$ cat src/dac_port_pkg.sv
package dac_port_pkg;
    // ************************************************************
    // sample and control word widths
    // ************************************************************
    localparam int SAMPLE_W = 10;
    localparam int CW_W = 8;
    localparam int GAIN_W = 4;

    // control field positions on the channel A pins
    localparam int PIN_PD = 9;
    localparam int PIN_GAIN_HI = 5;
    localparam int PIN_GAIN_LO = 2;

    // field positions inside the latched control word
    localparam int CW_PD = 7;
    localparam int CW_EN = 6;
    localparam int CW_F2 = 5;
    localparam int CW_F1 = 4;
    localparam int CW_GAIN_HI = 3;

    // no interpolation, zero trim, converter on
    localparam logic [7:0] CW_RESET = 8'h40;

    // interpolation mode codes
    localparam logic [1:0] INTERP_NONE = 2'h0;
    localparam logic [1:0] INTERP_2X = 2'h1;
    localparam logic [1:0] INTERP_4X = 2'h2;

    // trim step in hundredths of a dB
    localparam logic [7:0] GAIN_STEP_CDB = 8'h05;

    // ************************************************************
    // bus map
    // ************************************************************
    localparam int ADDR_W = 12;
    localparam logic [11:0] ADDR_CTRL = 12'h000;
    localparam logic [11:0] ADDR_STATUS = 12'h004;
    localparam logic [11:0] ADDR_SAMPLE = 12'h008;
    localparam int HTRANS_ACTIVE_BIT = 1;
    localparam logic [2:0] HSIZE_WORD = 3'h2;
    localparam int STATUS_USED_W = 15;
    localparam int SAMPLE_HALF_W = 16;
endpackage : dac_port_pkg

$ cat src/pin_sync.sv
`timescale 1ns/1ps
`default_nettype none
module pin_sync #(
    parameter int W = 1,
    parameter logic [W-1:0] RST = '0
) (
    input wire logic i_clk,
    input wire logic i_reset_n,
    input wire logic [W-1:0] i_async,
    output logic [W-1:0] o_sync
);
    logic [W-1:0] meta_q;
    logic [W-1:0] sync_q;

    // one two-stage synchroniser per pin; only stage two is read
    for (genvar g = 0; g < W; g++) begin : g_bit
        always_ff @(posedge i_clk or negedge i_reset_n) begin
            if (!i_reset_n) begin
                meta_q[g] <= RST[g];
                sync_q[g] <= RST[g];
            end else begin
                meta_q[g] <= i_async[g];
                sync_q[g] <= meta_q[g];
            end
        end
    end

    assign o_sync = sync_q;
endmodule : pin_sync
`default_nettype wire

$ cat src/dac_input_port.sv
// How it works
// RULE_01 - power-down bit set forces full power-down, whatever enable says.
// RULE_02 - power-down clear: enable 0 gives standby, enable 1 normal run.
// RULE_03 - second filter bit clear: first bit picks none (0) or 2x (1).
// RULE_04 - second filter bit picks 4x; the source must set the first too.
// RULE_05 - gain trim is the 4-bit field on channel A bits 5..2, 5 the MSB.
// RULE_06 - power-down on bit 9, enable 8, second filter 7, first 6, trim 5..2.
// RULE_07 - word on channel A, low strobe pulsed; its falling edge takes it.
// RULE_08 - interleave high: both channels are taken from channel A's port.
// RULE_09 - interleave low: A latched on clock rise, B on clock fall.
// RULE_10 - each channel takes a 10-bit sample, bit 9 the MSB, on its own bus.
// RULE_11 - the control word is eight bits: gain, interpolation and mode.
// RULE_12 - trim spans -0.4 dB to 0.35 dB in 0.05 dB steps.
// RULE_13 - after reset: no interpolation, zero trim, converter running.
// RULE_14 - samples latched on a rising edge reach the output on the next.
// RULE_15 - control write: bits 1 and 0 ignored, sample path held still.
// RULE_16 - in interleave mode channel B's bus is ignored.
//
// Our own choices: the register addresses and the AHB-Lite interface to the registers.
`timescale 1ns/1ps
`default_nettype none
module dac_input_port (
    input wire logic i_clk,
    input wire logic i_reset_n,
    input wire logic i_diff_clock_in_pos,
    input wire logic i_diff_clock_in_neg,
    input wire logic [9:0] i_chan_a_data,
    input wire logic [9:0] i_chan_b_data,
    input wire logic i_control_write_strobe_n,
    input wire logic i_interleave_select,
    input wire logic i_hsel,
    input wire logic [31:0] i_haddr,
    input wire logic [1:0] i_htrans,
    input wire logic i_hwrite,
    input wire logic [2:0] i_hsize,
    input wire logic [31:0] i_hwdata,
    input wire logic i_hready,
    output logic o_hreadyout,
    output logic o_hresp,
    output logic [31:0] o_hrdata,
    output logic o_clock_out,
    output logic [9:0] o_sample_a,
    output logic [9:0] o_sample_b,
    output logic o_power_down,
    output logic o_standby,
    output logic o_converter_on,
    output logic [1:0] o_interp_mode,
    output logic o_filter_illegal,
    output logic [3:0] o_gain_trim,
    output logic signed [7:0] o_gain_trim_cdb
);
    localparam int SW = dac_port_pkg::SAMPLE_W;
    localparam int NSYNC = 2 * SW + 4;
    localparam logic [NSYNC-1:0] SYNC_RST = {4'h4, {(2 * SW){1'b0}}};

    // ************************************************************
    // pin synchronisers
    // ************************************************************
    logic [NSYNC-1:0] pins_s;
    logic [SW-1:0] a_s;
    logic [SW-1:0] b_s;
    logic cw_n_s;
    logic ilv_s;
    logic pos_s;
    logic neg_s;

    // strobe resets high so release does not look like a write
    pin_sync #(
        .W(NSYNC),
        .RST(SYNC_RST)
    ) u_sync (
        .i_clk(i_clk),
        .i_reset_n(i_reset_n),
        .i_async({i_interleave_select, i_control_write_strobe_n,
                  i_diff_clock_in_pos, i_diff_clock_in_neg,
                  i_chan_b_data, i_chan_a_data}),
        .o_sync(pins_s)
    );

    assign a_s = pins_s[SW-1:0];
    assign b_s = pins_s[2*SW-1:SW];
    assign neg_s = pins_s[2*SW];
    assign pos_s = pins_s[2*SW+1];
    assign cw_n_s = pins_s[2*SW+2];
    assign ilv_s = pins_s[2*SW+3];

    // ************************************************************
    // clock receiver and edge detection
    // ************************************************************
    logic clk_lvl_q;
    logic clk_lvl_d;
    logic cw_prev_q;
    wire clk_rise = clk_lvl_d & ~clk_lvl_q;
    wire clk_fall = ~clk_lvl_d & clk_lvl_q;
    wire cw_fall = ~cw_n_s & cw_prev_q;

    // equal legs keep the old level, a cheap form of hysteresis
    assign clk_lvl_d = (pos_s ^ neg_s) ? pos_s : clk_lvl_q;

    always_ff @(posedge i_clk or negedge i_reset_n) begin
        if (!i_reset_n) begin
            clk_lvl_q <= 1'b0;
            cw_prev_q <= 1'b1;
        end else begin
            clk_lvl_q <= clk_lvl_d;
            cw_prev_q <= cw_n_s;
        end
    end

    assign o_clock_out = clk_lvl_q;

    // ************************************************************
    // bus slave
    // ************************************************************
    logic wr_pend_q;
    logic [dac_port_pkg::ADDR_W-1:0] wr_addr_q;
    logic [31:0] rdata_q;
    logic [31:0] rdata_d;
    logic [31:0] status_w;
    logic [31:0] sample_w;
    logic [7:0] ctrl_q;

    wire [dac_port_pkg::ADDR_W-1:0] addr_lo =
        i_haddr[dac_port_pkg::ADDR_W-1:0];
    wire ahb_take = i_hsel & i_hready
        & i_htrans[dac_port_pkg::HTRANS_ACTIVE_BIT]
        & (i_hsize == dac_port_pkg::HSIZE_WORD);
    wire sw_wr = wr_pend_q & (wr_addr_q == dac_port_pkg::ADDR_CTRL);

    assign status_w = {{(32 - dac_port_pkg::STATUS_USED_W){1'b0}},
        ilv_s, o_filter_illegal, o_converter_on, o_standby,
        o_power_down, o_interp_mode, ctrl_q};
    assign sample_w = {{(dac_port_pkg::SAMPLE_HALF_W - SW){1'b0}},
        o_sample_b,
        {(dac_port_pkg::SAMPLE_HALF_W - SW){1'b0}}, o_sample_a};
    // unmapped words read as zero, still OKAY
    assign rdata_d =
        (addr_lo == dac_port_pkg::ADDR_CTRL) ? {24'h000000, ctrl_q} :
        (addr_lo == dac_port_pkg::ADDR_STATUS) ? status_w :
        (addr_lo == dac_port_pkg::ADDR_SAMPLE) ? sample_w : 32'h00000000;

    always_ff @(posedge i_clk or negedge i_reset_n) begin
        if (!i_reset_n) begin
            wr_pend_q <= 1'b0;
            wr_addr_q <= '0;
            rdata_q <= 32'h00000000;
        end else begin
            wr_pend_q <= ahb_take & i_hwrite;
            wr_addr_q <= addr_lo;
            if (ahb_take && !i_hwrite) begin
                rdata_q <= rdata_d;
            end
        end
    end

    // zero wait states: every transfer finishes in its data phase
    assign o_hreadyout = 1'b1;
    assign o_hresp = 1'b0;
    assign o_hrdata = rdata_q;

    // ************************************************************
    // control word capture and decode
    // ************************************************************
    // bits 1 and 0 of the port never reach the word [RULE_15]
    wire [7:0] pin_word = a_s[dac_port_pkg::PIN_PD:dac_port_pkg::PIN_GAIN_LO];
    logic [7:0] ctrl_d;

    // a pin strobe wins over a bus write in the same cycle
    assign ctrl_d = cw_fall ? pin_word :                // [RULE_07] [RULE_06]
                    sw_wr ? i_hwdata[7:0] : ctrl_q;    // [RULE_11]

    always_ff @(posedge i_clk or negedge i_reset_n) begin
        if (!i_reset_n) begin
            ctrl_q <= dac_port_pkg::CW_RESET;             // [RULE_13]
        end else begin
            ctrl_q <= ctrl_d;
        end
    end

    wire pd_bit = ctrl_q[dac_port_pkg::CW_PD];
    wire en_bit = ctrl_q[dac_port_pkg::CW_EN];
    wire f2_bit = ctrl_q[dac_port_pkg::CW_F2];
    wire f1_bit = ctrl_q[dac_port_pkg::CW_F1];

    assign o_power_down = pd_bit;                         // [RULE_01]
    assign o_standby = ~pd_bit & ~en_bit;                 // [RULE_02]
    assign o_converter_on = ~pd_bit & en_bit;             // [RULE_02]
    assign o_interp_mode = f2_bit ? dac_port_pkg::INTERP_4X :   // [RULE_04]
        (f1_bit ? dac_port_pkg::INTERP_2X :                    // [RULE_03]
                  dac_port_pkg::INTERP_NONE);
    // the source broke its side of the filter pairing
    assign o_filter_illegal = f2_bit & ~f1_bit;           // [RULE_04]
    assign o_gain_trim = ctrl_q[dac_port_pkg::CW_GAIN_HI:0];  // [RULE_05]
    // two's complement code times 0.05 dB: -8..7 spans -0.40..+0.35
    assign o_gain_trim_cdb = 8'(signed'({{4{o_gain_trim[3]}}, o_gain_trim})
        * signed'(dac_port_pkg::GAIN_STEP_CDB));          // [RULE_12]

    // ************************************************************
    // sample path
    // ************************************************************
    logic [SW-1:0] a_lat_q;
    logic [SW-1:0] b_lat_q;
    logic [SW-1:0] out_a_q;
    logic [SW-1:0] out_b_q;
    // a low strobe means channel A carries a control word
    wire cw_busy = ~cw_n_s;
    wire [SW-1:0] b_src = ilv_s ? a_s : b_s;              // [RULE_08] [RULE_16]
    wire take_a = clk_rise & ~cw_busy;                    // [RULE_09] [RULE_15]
    wire take_b = clk_fall & ~cw_busy;                    // [RULE_09] [RULE_15]

    always_ff @(posedge i_clk or negedge i_reset_n) begin
        if (!i_reset_n) begin
            a_lat_q <= '0;
            b_lat_q <= '0;
        end else begin
            if (take_a) begin
                a_lat_q <= a_s;                           // [RULE_10]
            end
            if (take_b) begin
                b_lat_q <= b_src;                         // [RULE_10]
            end
        end
    end

    // converter update one rising edge after the latch
    always_ff @(posedge i_clk or negedge i_reset_n) begin
        if (!i_reset_n) begin
            out_a_q <= '0;
            out_b_q <= '0;
        end else if (clk_rise) begin
            out_a_q <= a_lat_q;                           // [RULE_14]
            out_b_q <= b_lat_q;                           // [RULE_14]
        end
    end

    assign o_sample_a = out_a_q;
    assign o_sample_b = out_b_q;
endmodule : dac_input_port
`default_nettype wire

$ cat config.mk
export PLATFORM = sky130hd
export DESIGN_NAME = dac_input_port
export DESIGN_NICKNAME = d
export VERILOG_FILES = /design/src/dac_port_pkg.sv /design/src/pin_sync.sv /design/src/dac_input_port.sv
export SDC_FILE = /design/constraint.sdc
export NUM_CORES = 1
export LEC_CHECK = 0
export ABC_AREA = 1
export BUFFER_PORTS_ARGS = -buffer_cell sky130_fd_sc_hd__buf_2
export CORE_MARGIN = 5
export CORE_UTILIZATION = 50
export CTS_CLUSTER_SIZE = 25
export DETAILED_ROUTE_END_ITERATION = 10
export PLACE_DENSITY = 0.76
export SKIP_LAST_GASP = 1
export SLEW_MARGIN = 30
export SYNTH_ARGS = -nofsm -noshare
export SYNTH_HDL_FRONTEND = slang
export SYNTH_HIERARCHICAL = 1
export SYNTH_SLANG_ARGS = --single-unit
$ cat constraint.sdc
create_clock -name i_clk -period 2.6 [get_ports i_clk]
set_input_delay 0.65 -clock i_clk [delete_from_list [all_inputs] [get_ports i_clk]]
set_output_delay 0.65 -clock i_clk [all_outputs]
set_load 0.02 [all_outputs]
==> reports/summary.txt, run 1 <==
outcome - complete, but fails checks
failing checks - setup timing
Slew headroom - 53.6%
top-count cell post-synth - nand2_1
root buf cell - clkbuf_8
TritonCTS Buffers - 17
ANT cells - 0
row count - 37
PwrDens - 902 nW/um^2
syn_area_per_cell - 10.1 sq um
FMAX - 0.350 GHz
area of the multi-input gates - 1600 sq um
fin crit share - 110%
clock sinks - 136
Total Routed Length - 11.1 mm
YS warnings - 6
internal reg-to-reg setup slack - 960 ps
WL met3 - 755 um
Initial DRC Count - 289
Worst-Margin Slew - 694 ps
largest cells by area after synthesis - dfrtp_1 (63%), nand2_1 (11%), nand3_1 (4.7%), buf_4 (2.6%), inv_1 (2.3%)
crit path time final - 2860 ps
HPWL after detailed placement - 7.77 mm
Critical Path End Type - output pin
Cells after DPL - 754
fin worst setup slack - -261 ps
Starting Density - 51.0%
Req. time, crit path - 1950 ps
Die W - 113 um
Max Used Layer - met4
Seq cells post-synth - 136
top-area cell type share of the netlist area - 62.7%
Area Overhead vs Synth - 26.4%
port bufs - 116
Post-Synthesis Cell Area - 5270 sq um
drt drc - 0
I/O pin count - 171
Seq/Total Area, Yosys - 64.7%
Avg WL per Cell - 14.0 um
Die Span Y - 113 um
vias in the first global route - 3805
Synth Instances - 522
top cells by count, synth - nand2_1 (158), dfrtp_1 (132), nand3_1 (49)
area leader, netlist - dfrtp_1
GRT Resource Usage Total - 18.4%
Worst Path Arrival - 2210 ps
Clock Latency Late Sink - 520 ps
CTS clk-pin slew, worst paths - 60 ps
startpoint types - register
wl on met1 - 4.66 mm
finished layout cell area - 6660 sq um
Area after DPL - 5910 sq um
vias per cell - 4.81
layout cells sized above 1 - 29.2%
critical path class - register to output pin
Hold Vio Cnt, Final - 0
Placer Congestion - 0.825
Distinct cells, synth - 31
clk_skew - 8.08 ps
met2 WL - 5.17 mm
Setup violations, final - 4
# fillers - 795
Post-synth ARST share - 100%
Final ANT Viol Nets - 0
unrepaired setup endpoints after global routing - true
Post-synth EDFFs - 0
total core area - 10300 sq um
GR Overflow Total - 0
die area - 12700 sq um
Min-Delay Path Class - input pin to async pin
max-cap violations - 0
Longest Clk Path Bufs - 2
critical path peak fanout - 4
Slew Limit Fails - 0
Cell Count, Final, Fillers Out - 790
Place WS - 37.6 ps
P_leak - 3.58 nW
htree depth - 4
largest net degree at the start of global routing - 63
Post-CTS Hold Fix Bufs - 0
initial antenna violation count - 0
CTS tree - yes
storage element area - 3410 sq um
routed via count - 3802
worst vdd ir - 0.410 mV
Synth Flop Type - dfrtp_1
Layout Nets - 746
first-pass GRT wire length - 18.3 mm
Initial DRT Pass Iterations - 4
[cells in the final DEF, fill, tap and decap left out, types with 2 or more instances in the layout]
cell type	synthesis	routed
a21oi_1	12	12
buf_2	9	111
buf_4	18	13
buf_6	2	3
bufinv_16	0	5
clkbuf_1	6	2
clkbuf_16	0	16
clkbuf_8	0	3
clkinv_2	0	2
clkinv_4	0	2
conb_1	2	9
dfrtp_1	132	130
dfrtp_2	0	2
dfstp_2	4	4
ha_4	0	4
inv_1	32	32
inv_2	3	3
nand2_1	158	158
nand2_2	6	6
nand3_1	49	48
nand3b_1	5	5
nor2_1	24	24
nor2_4	2	2
o21ai_0	18	18
o21ai_1	20	20
or2_2	2	2
xor2_1	2	2
[kinds of logic (layout without fill, tap and decap cells)]
family,count (synthesis),in the layout,share of synthesized area [%]
other,2,9,0.143
XOR/XNOR,2,2,0.332
buffers and inverters,70,195,6.77
adder cells (fa/ha/maj),7,7,1.80
AND/OR/NAND/NOR,254,254,21.4
flip-flops,136,136,64.7
AO/OA/AOI/OAI,51,51,4.91
[cell type report]
cell class                 count  area share (%)
inverter                      35            1.97
clock buffer                  21            6.74
timing repair buffer         128            10.6
sequential                   136            51.2
tap                          136            2.55
multi-input combinational    323            24.0
clock inverter                11            2.91
[final timing paths]
kind,to,from,cells past startpoint
max in group asynchronous,ctrl_q[6]$_DFFE_PN1P_,i_reset_n,2
min in group i_clk,u_sync/meta_q[22]$_DFF_PN1_,i_control_write_strobe_n,1
setup reg to reg,ctrl_q[7]$_DFFE_PN0P_,u_sync/o_sync[22]$_DFF_PN1_,5
hold / removal,wr_addr_q[6]$_DFF_PN0_,i_reset_n,1
hold reg to reg,u_sync/o_sync[10]$_DFF_PN0_,u_sync/meta_q[10]$_DFF_PN0_,0
setup / recovery,o_gain_trim_cdb[7],ctrl_q[3]$_DFFE_PN0P_,6
[metal layers]
layer / vias up / GRT usage, %
met4: 0 / 11.3
met1: 1760 / 23.1
li1: 1876 / -
met3: 35 / 5.28
met5: - / 0
met2: 131 / 28.0
[worst max-delay path: stages, from the launching register on]
cell and delay, ps:
dfrtp_2 450, ha_4 240, ha_4 160, fa_2 360
ha_4 170, xor2_1 140, buf_4 170
[power breakdown]
part | internal, mW | switching [mW] | leakage (nW)
clock | 1.71 | 0.848 | 0.313
sequential | 2.37 | 0.165 | 1.68
combinational | 0.326 | 0.589 | 1.59
[what timing repair did]
item | 4_1_cts | 5_1_grt
endpoints found under the hold margin | 0 | 0
gates resized for setup | 15 | 2
endpoints found under the setup margin | 4 | 4
buffers inserted | 3 | 1
pin swaps | 1 | 2
[state kept, by name, indices dropped and copies added, names as in the netlist]
register       flops
wr_addr_q         12
wr_pend_q          1
o_sample_b        10
o_clock_out        1
u_sync/meta_q     24
o_hrdata          25
ctrl_q             8
a_lat_q           10
u_sync/o_sync     24
cw_prev_q          1
b_lat_q           10
o_sample_a        10
[through the flow]
step	util, %	total power, mW	setup TNS [ps]	hold WS, ps
2_1_floorplan	-	3.08	0	331
3_3_place_gp	57.2	3.38	0	335
3_5_place_dp	57.2	3.42	0	335
4_1_cts	64.4	6.05	-560	112
5_1_grt	64.5	6.28	-785	138
6_report	64.5	6.01	-516	113
Power figures use the tool's default switching activity.
==> run 2, diff against run 1 <==
Settings changed: CORE_UTILIZATION 50 to 45, MAX_ROUTING_LAYER set to met4, PLACE_DENSITY 0.76 to 0.72.
Clock period 2.6 ns to 2.5 ns, I/O delays scaled along.
==> reports/summary.txt, run 2 (same netlist as run 1, synthesis figures left out) <==
Area after DPL - 5940 sq um (+0.61%)
GR Overflow Total - 0 (unchanged)
initial antenna violation count - 0 (unchanged)
finished layout cell area - 6650 sq um (about the same)
cell internal pwr - 4.31 mW (-2.1%)
HPWL after detailed placement - 7.95 mm (+2.3%)
Layout Nets - 747 (+0.13%)
routed via count - 3799 (-0.079%)
Initial DRC Count - 252 (-13%)
Initial DRT Pass Iterations - 4 (unchanged)
unrepaired setup endpoints after global routing - true
GRT Resource Usage Total - 17.2% (-1.1 points)
Sw Pwr - 1.75 mW (+9.3%)
Placer Congestion - 0.811 (-1.7%)
crit path time final - 2760 ps
clock power share - 40.3% (-2.2 points)
total core area - 11500 sq um (+11%)
PwrDens - 911 nW/um^2 (+1.0%)
internal reg-to-reg setup slack - 760 ps (-200 ps)
vias per cell - 4.76 (-1.1%)
max reg flops - 25 (unchanged)
clk_skew - 9.25 ps (+1.17 ps)
Cells after DPL - 763 (+1.2%)
Die W - 118 um (+4.9%)
ANT cells - 0 (unchanged)
Slew Limit Fails - 0 (unchanged)
Critical Path End Type - output pin
vias in the first global route - 3811 (+0.16%)
critical path class - register to output pin
drt drc - 0 (unchanged)
Sw Share - 28.9% (+2.2 points)
Worst-Margin Slew - 680 ps (-14.1 ps)
fin worst setup slack - -256 ps (+5.09 ps)
htree depth - 4 (unchanged)
Hold WS - 170 ps (+56.8 ps)
R2R cell count - 6 (+1)
root buf cell - clkbuf_16
largest net degree at the start of global routing - 59 (-6.3%)
fin crit share - 110%
Area Overhead vs Synth - 26.3% (about the same)
Min-Delay Path Class - input pin to async pin
Post-CTS Hold Fix Bufs - 0 (unchanged)
commonest non-fill, non-tap cell in the layout - nand2_1
critical path peak fanout - 2 (-2)
Cell Count, Final, Fillers Out - 798 (+1.0%)
TritonCTS Buffers - 17 (unchanged)
Req. time, crit path - 1880 ps (-70 ps)
startpoint types - register
failing checks - setup timing
max-cap violations - 0 (unchanged)
Setup violations, final - 4 (unchanged)
Starting Density - 46.0% (-5.1 points)
Total Routed Length - 11.3 mm (+1.7%)
Comb pwr share - 16.2% (+1.0 points)
Final ANT Viol Nets - 0 (unchanged)
first-pass GRT wire length - 18.7 mm (+2.1%)
Clock Latency Late Sink - 410 ps (-110 ps)
Avg WL per Cell - 14.1 um (+0.70%)
I/O pin count - 171 (unchanged)
total power - 6.06 mW (+0.95%)
port bufs - 116 (unchanged)
outcome - complete, but fails checks
most frequent cells in the layout - nand2_1 (158), dfrtp_1 (131), buf_2 (111)
CTS clk-pin slew, worst paths - 60 ps (about the same)
Die Span Y - 118 um (+4.9%)
R2R Path Start - o_clock_out$_DFF_PN0_
CTS tree - yes
Place WS - 29.3 ps (-8.30 ps)
P_leak - 3.56 nW (-0.60%)
die area - 14000 sq um (+10%)
worst vdd ir - 0.619 mV (+51%)
row count - 39 (+5.4%)
Longest Clk Path Bufs - 2 (unchanged)
layout cells sized above 1 - 29.5% (+0.26 points)
Seq pwr share - 43.5% (+1.3 points)
reg2reg end - a_lat_q[8]$_DFFE_PN0P_
Hold Vio Cnt, Final - 0 (unchanged)
clock sinks - 136 (unchanged)
Worst Path Arrival - 2130 ps (-80 ps)
Slew headroom - 54.5% (+0.94 points)
FMAX - 0.363 GHz
run 2: metal layers:
metal  vias up  track usage (%)  wire length (um)
met4         0             9.75               397
met5         -                -                 0
li1       1879                -                 -
met2       144             25.0              5170
met1      1738             21.8              4930
met3        38             4.78               764
run 2: timing repair:
action / in CTS / in global routing
buffers inserted: 2 / 1
endpoints found under the hold margin: 0 / 0
endpoints found under the setup margin: 4 / 4
resized for setup: 11 / 7
pin swaps: 1 / 3
run 2: area by class of cell:
cell class              count  area [sq um]
clock inverters            14           164
repair buffers            129           731
fillers                   965          4810
inverters                  35           131
flip-flops and latches    136          3410
multi-input cells         323          1610
clock buffers              18           429
well taps                 143           179
run 2: power groups by stage:
stage / sequential, mW / clock (mW) / combinational (mW)
finish: 2.64 / 2.44 / 0.981
global route: 2.67 / 2.62 / 1.07
CTS: 2.64 / 2.50 / 0.946
detailed placement: 2.67 / 0 / 0.899
global placement: 2.66 / 0 / 0.878
floorplan: 2.77 / 0 / 0.433
run 2: critical path, stage by stage (launching register included):
cell and delay (ps):
dfrtp_1 410, ha_4 260, ha_4 170, fa_2 370
ha_4 170, xor2_1 160, buf_4 170
run 2: how the worst max path moves through the flow:
stage,startpoint,end,slack [ps]
6_report,ctrl_q[1]$_DFFE_PN0P_,o_gain_trim_cdb[7],-260
3_5_place_dp,ctrl_q[3]$_DFFE_PN0P_,o_gain_trim_cdb[7],30
5_1_grt,ctrl_q[2]$_DFFE_PN0P_,o_gain_trim_cdb[7],-280
3_3_place_gp,ctrl_q[3]$_DFFE_PN0P_,o_gain_trim_cdb[7],120
2_1_floorplan,ctrl_q[3]$_DFFE_PN0P_,o_gain_trim_cdb[7],40
4_1_cts,ctrl_q[3]$_DFFE_PN0P_,o_gain_trim_cdb[7],-250
run 2: per-stage QoR:
stage / utilization (%) / TNS [ps]
4_1_cts: 57.5 / -657
2_1_floorplan: - / 0
5_1_grt: 58.0 / -781
6_report: 58.0 / -617
3_3_place_gp: 51.8 / 0
3_5_place_dp: 51.8 / 0
==> run 3, diff against run 2 <==
Settings changed: BUFFER_PORTS_ARGS -buffer_cell sky130_fd_sc_hd__buf_2 to -buffer_cell sky130_fd_sc_hd__buf_4.
==> reports/summary.txt, run 3 (same netlist as run 1, synthesis figures left out) <==
largest net degree at the start of global routing - 61 (+3.4%)
failing checks - setup timing
Hold Vio Cnt, Final - 0 (unchanged)
clock sinks - 136 (unchanged)
reg2reg end - a_lat_q[2]$_DFFE_PN0P_
die area - 14000 sq um (unchanged)
layout cells sized above 1 - 29.7% (+0.21 points)
GR Overflow Total - 0 (unchanged)
Longest Clk Path Bufs - 2 (unchanged)
row count - 39 (unchanged)
vias per cell - 4.73 (-0.67%)
Area Overhead vs Synth - 31.6%
R2R cell count - 6 (unchanged)
CTS tree - yes
HPWL after detailed placement - 8.23 mm (+3.6%)
outcome - complete, but fails checks
Req. time, crit path - 1880 ps (about the same)
startpoint types - register
GRT Resource Usage Total - 17.5% (+0.24 points)
P_leak - 3.62 nW (+1.9%)
Worst Path Arrival - 2090 ps (-40 ps)
Area after DPL - 6220 sq um (+4.7%)
PwrDens - 887 nW/um^2 (-2.7%)
Avg WL per Cell - 14.3 um (+1.3%)
vias in the first global route - 3808 (-0.079%)
ANT cells - 0 (unchanged)
fin worst setup slack - -214 ps (+42.0 ps)
Place WS - 43.4 ps (+14.2 ps)
initial antenna violation count - 0 (unchanged)
Die W - 118 um (unchanged)
final core area utilization - 60.5% (+2.5 points)
Critical Path End Type - output pin
Total Routed Length - 11.4 mm (+1.6%)
Final ANT Viol Nets - 0 (unchanged)
crit path time final - 2710 ps (-42.0 ps)
finished layout cell area - 6940 sq um (+4.2%)
Slew headroom - 54.6% (+0.074 points)
Slew Limit Fails - 0 (unchanged)
root buf cell - clkbuf_16
unrepaired setup endpoints after global routing - true
Layout Nets - 750 (+0.40%)
Initial DRC Count - 260 (+3.2%)
Starting Density - 46.0% (unchanged)
max-cap violations - 0 (unchanged)
commonest non-fill, non-tap cell in the layout - nand2_1
total core area - 11500 sq um (unchanged)
Hold WS - 190 ps (+19.9 ps)
routed via count - 3783 (-0.42%)
internal reg-to-reg setup slack - 700 ps (-60 ps)
# fillers - 922 (-4.5%)
Die Span Y - 118 um (unchanged)
Initial DRT Pass Iterations - 4 (unchanged)
critical path class - register to output pin
most frequent cells in the layout - nand2_1 (158), dfrtp_1 (131), buf_4 (127)
Setup violations, final - 4 (unchanged)
R2R Path Start - o_clock_out$_DFF_PN0_
Clock Latency Late Sink - 410 ps (about the same)
I/O pin count - 171 (unchanged)
htree depth - 4 (unchanged)
Cells after DPL - 762 (-0.13%)
port bufs - 116 (unchanged)
CTS clk-pin slew, worst paths - 60 ps (about the same)
Cell Count, Final, Fillers Out - 800 (+0.25%)
Min-Delay Path Class - input pin to async pin
first-pass GRT wire length - 19.1 mm (+1.8%)
drt drc - 0 (unchanged)
critical path peak fanout - 2 (unchanged)
Placer Congestion - 0.830 (+2.3%)
fin crit share - 109% (-1.7 points)
TritonCTS Buffers - 17 (unchanged)
clk_skew - 4.40 ps (-4.85 ps)
FMAX - 0.368 GHz (+1.5%)
worst vdd ir - 0.488 mV (-21%)
Worst-Margin Slew - 679 ps (-1.37 ps)
max reg flops - 25 (unchanged)
run 3: cell count changes in the layout (fill, tap and decap cells not counted), moves of 2 or more:
| cell | before | now |
|---|---|---|
| buf_2 | 111 | 0 |
| buf_4 | 12 | 127 |
| clkinvlp_4 | 3 | 5 |
| inv_6 | 4 | 1 |
run 3: where the power goes:
part / total [mW] / internal (mW) / switching (mW)
combinational: 1.08 / 0.458 / 0.622
clock: 2.43 / 1.50 / 0.928
sequential: 2.65 / 2.47 / 0.180
total: 6.15 / 4.42 / 1.73
run 3: metrics by stage:
stage          total power, mW  TNS [ps]
3_5_place_dp              3.70         0
6_report                  6.15      -518
3_3_place_gp              3.66         0
5_1_grt                   6.43      -769
2_1_floorplan             3.20         0
4_1_cts                   6.17      -584
run 3: what timing repair did:
action,CTS,global route
buffers inserted,4,3
pin swaps,4,3
endpoints found under the setup margin,4,4
hold buffers,0,0
resized for setup,7,5
gates cloned,0,0
run 3: worst max path at each step:
stage                          startpoint                 end  slack [ps]
CTS                 ctrl_q[1]$_DFFE_PN0P_  o_gain_trim_cdb[7]        -260
floorplan           ctrl_q[3]$_DFFE_PN0P_  o_gain_trim_cdb[7]          40
detailed placement  ctrl_q[3]$_DFFE_PN0P_  o_gain_trim_cdb[7]          40
finish              ctrl_q[3]$_DFFE_PN0P_  o_gain_trim_cdb[7]        -210
global route        ctrl_q[3]$_DFFE_PN0P_  o_gain_trim_cdb[7]        -270
global placement    ctrl_q[3]$_DFFE_PN0P_  o_gain_trim_cdb[7]         120
run 3: cell type report:
type / instances / area, sq um / share of cell area (%)
tap: 143 / 179 / 2.58
multi-input combinational: 323 / 1600 / 23.1
inverter: 35 / 131 / 1.89
sequential: 136 / 3410 / 49.2
clock buffer: 18 / 439 / 6.33
clock inverter: 13 / 149 / 2.15
timing repair buffer: 132 / 1030 / 14.8
run 3: routing by layer:
layer / track usage (%) / share of wire, % / routed length [um]
met1: 22.0 / 43 / 4950
met4: 6.74 / 2.4 / 273
met2: 26.3 / 48 / 5530
met3: 5.83 / 6.1 / 697
met5: - / 0 / 0
run 3: worst max-delay path, cell delays in order (launching register included):
cell	delay, ps
dfrtp_1	410
ha_4	250
ha_4	160
fa_2	400
ha_4	170
xor2_2	130
buf_4	150
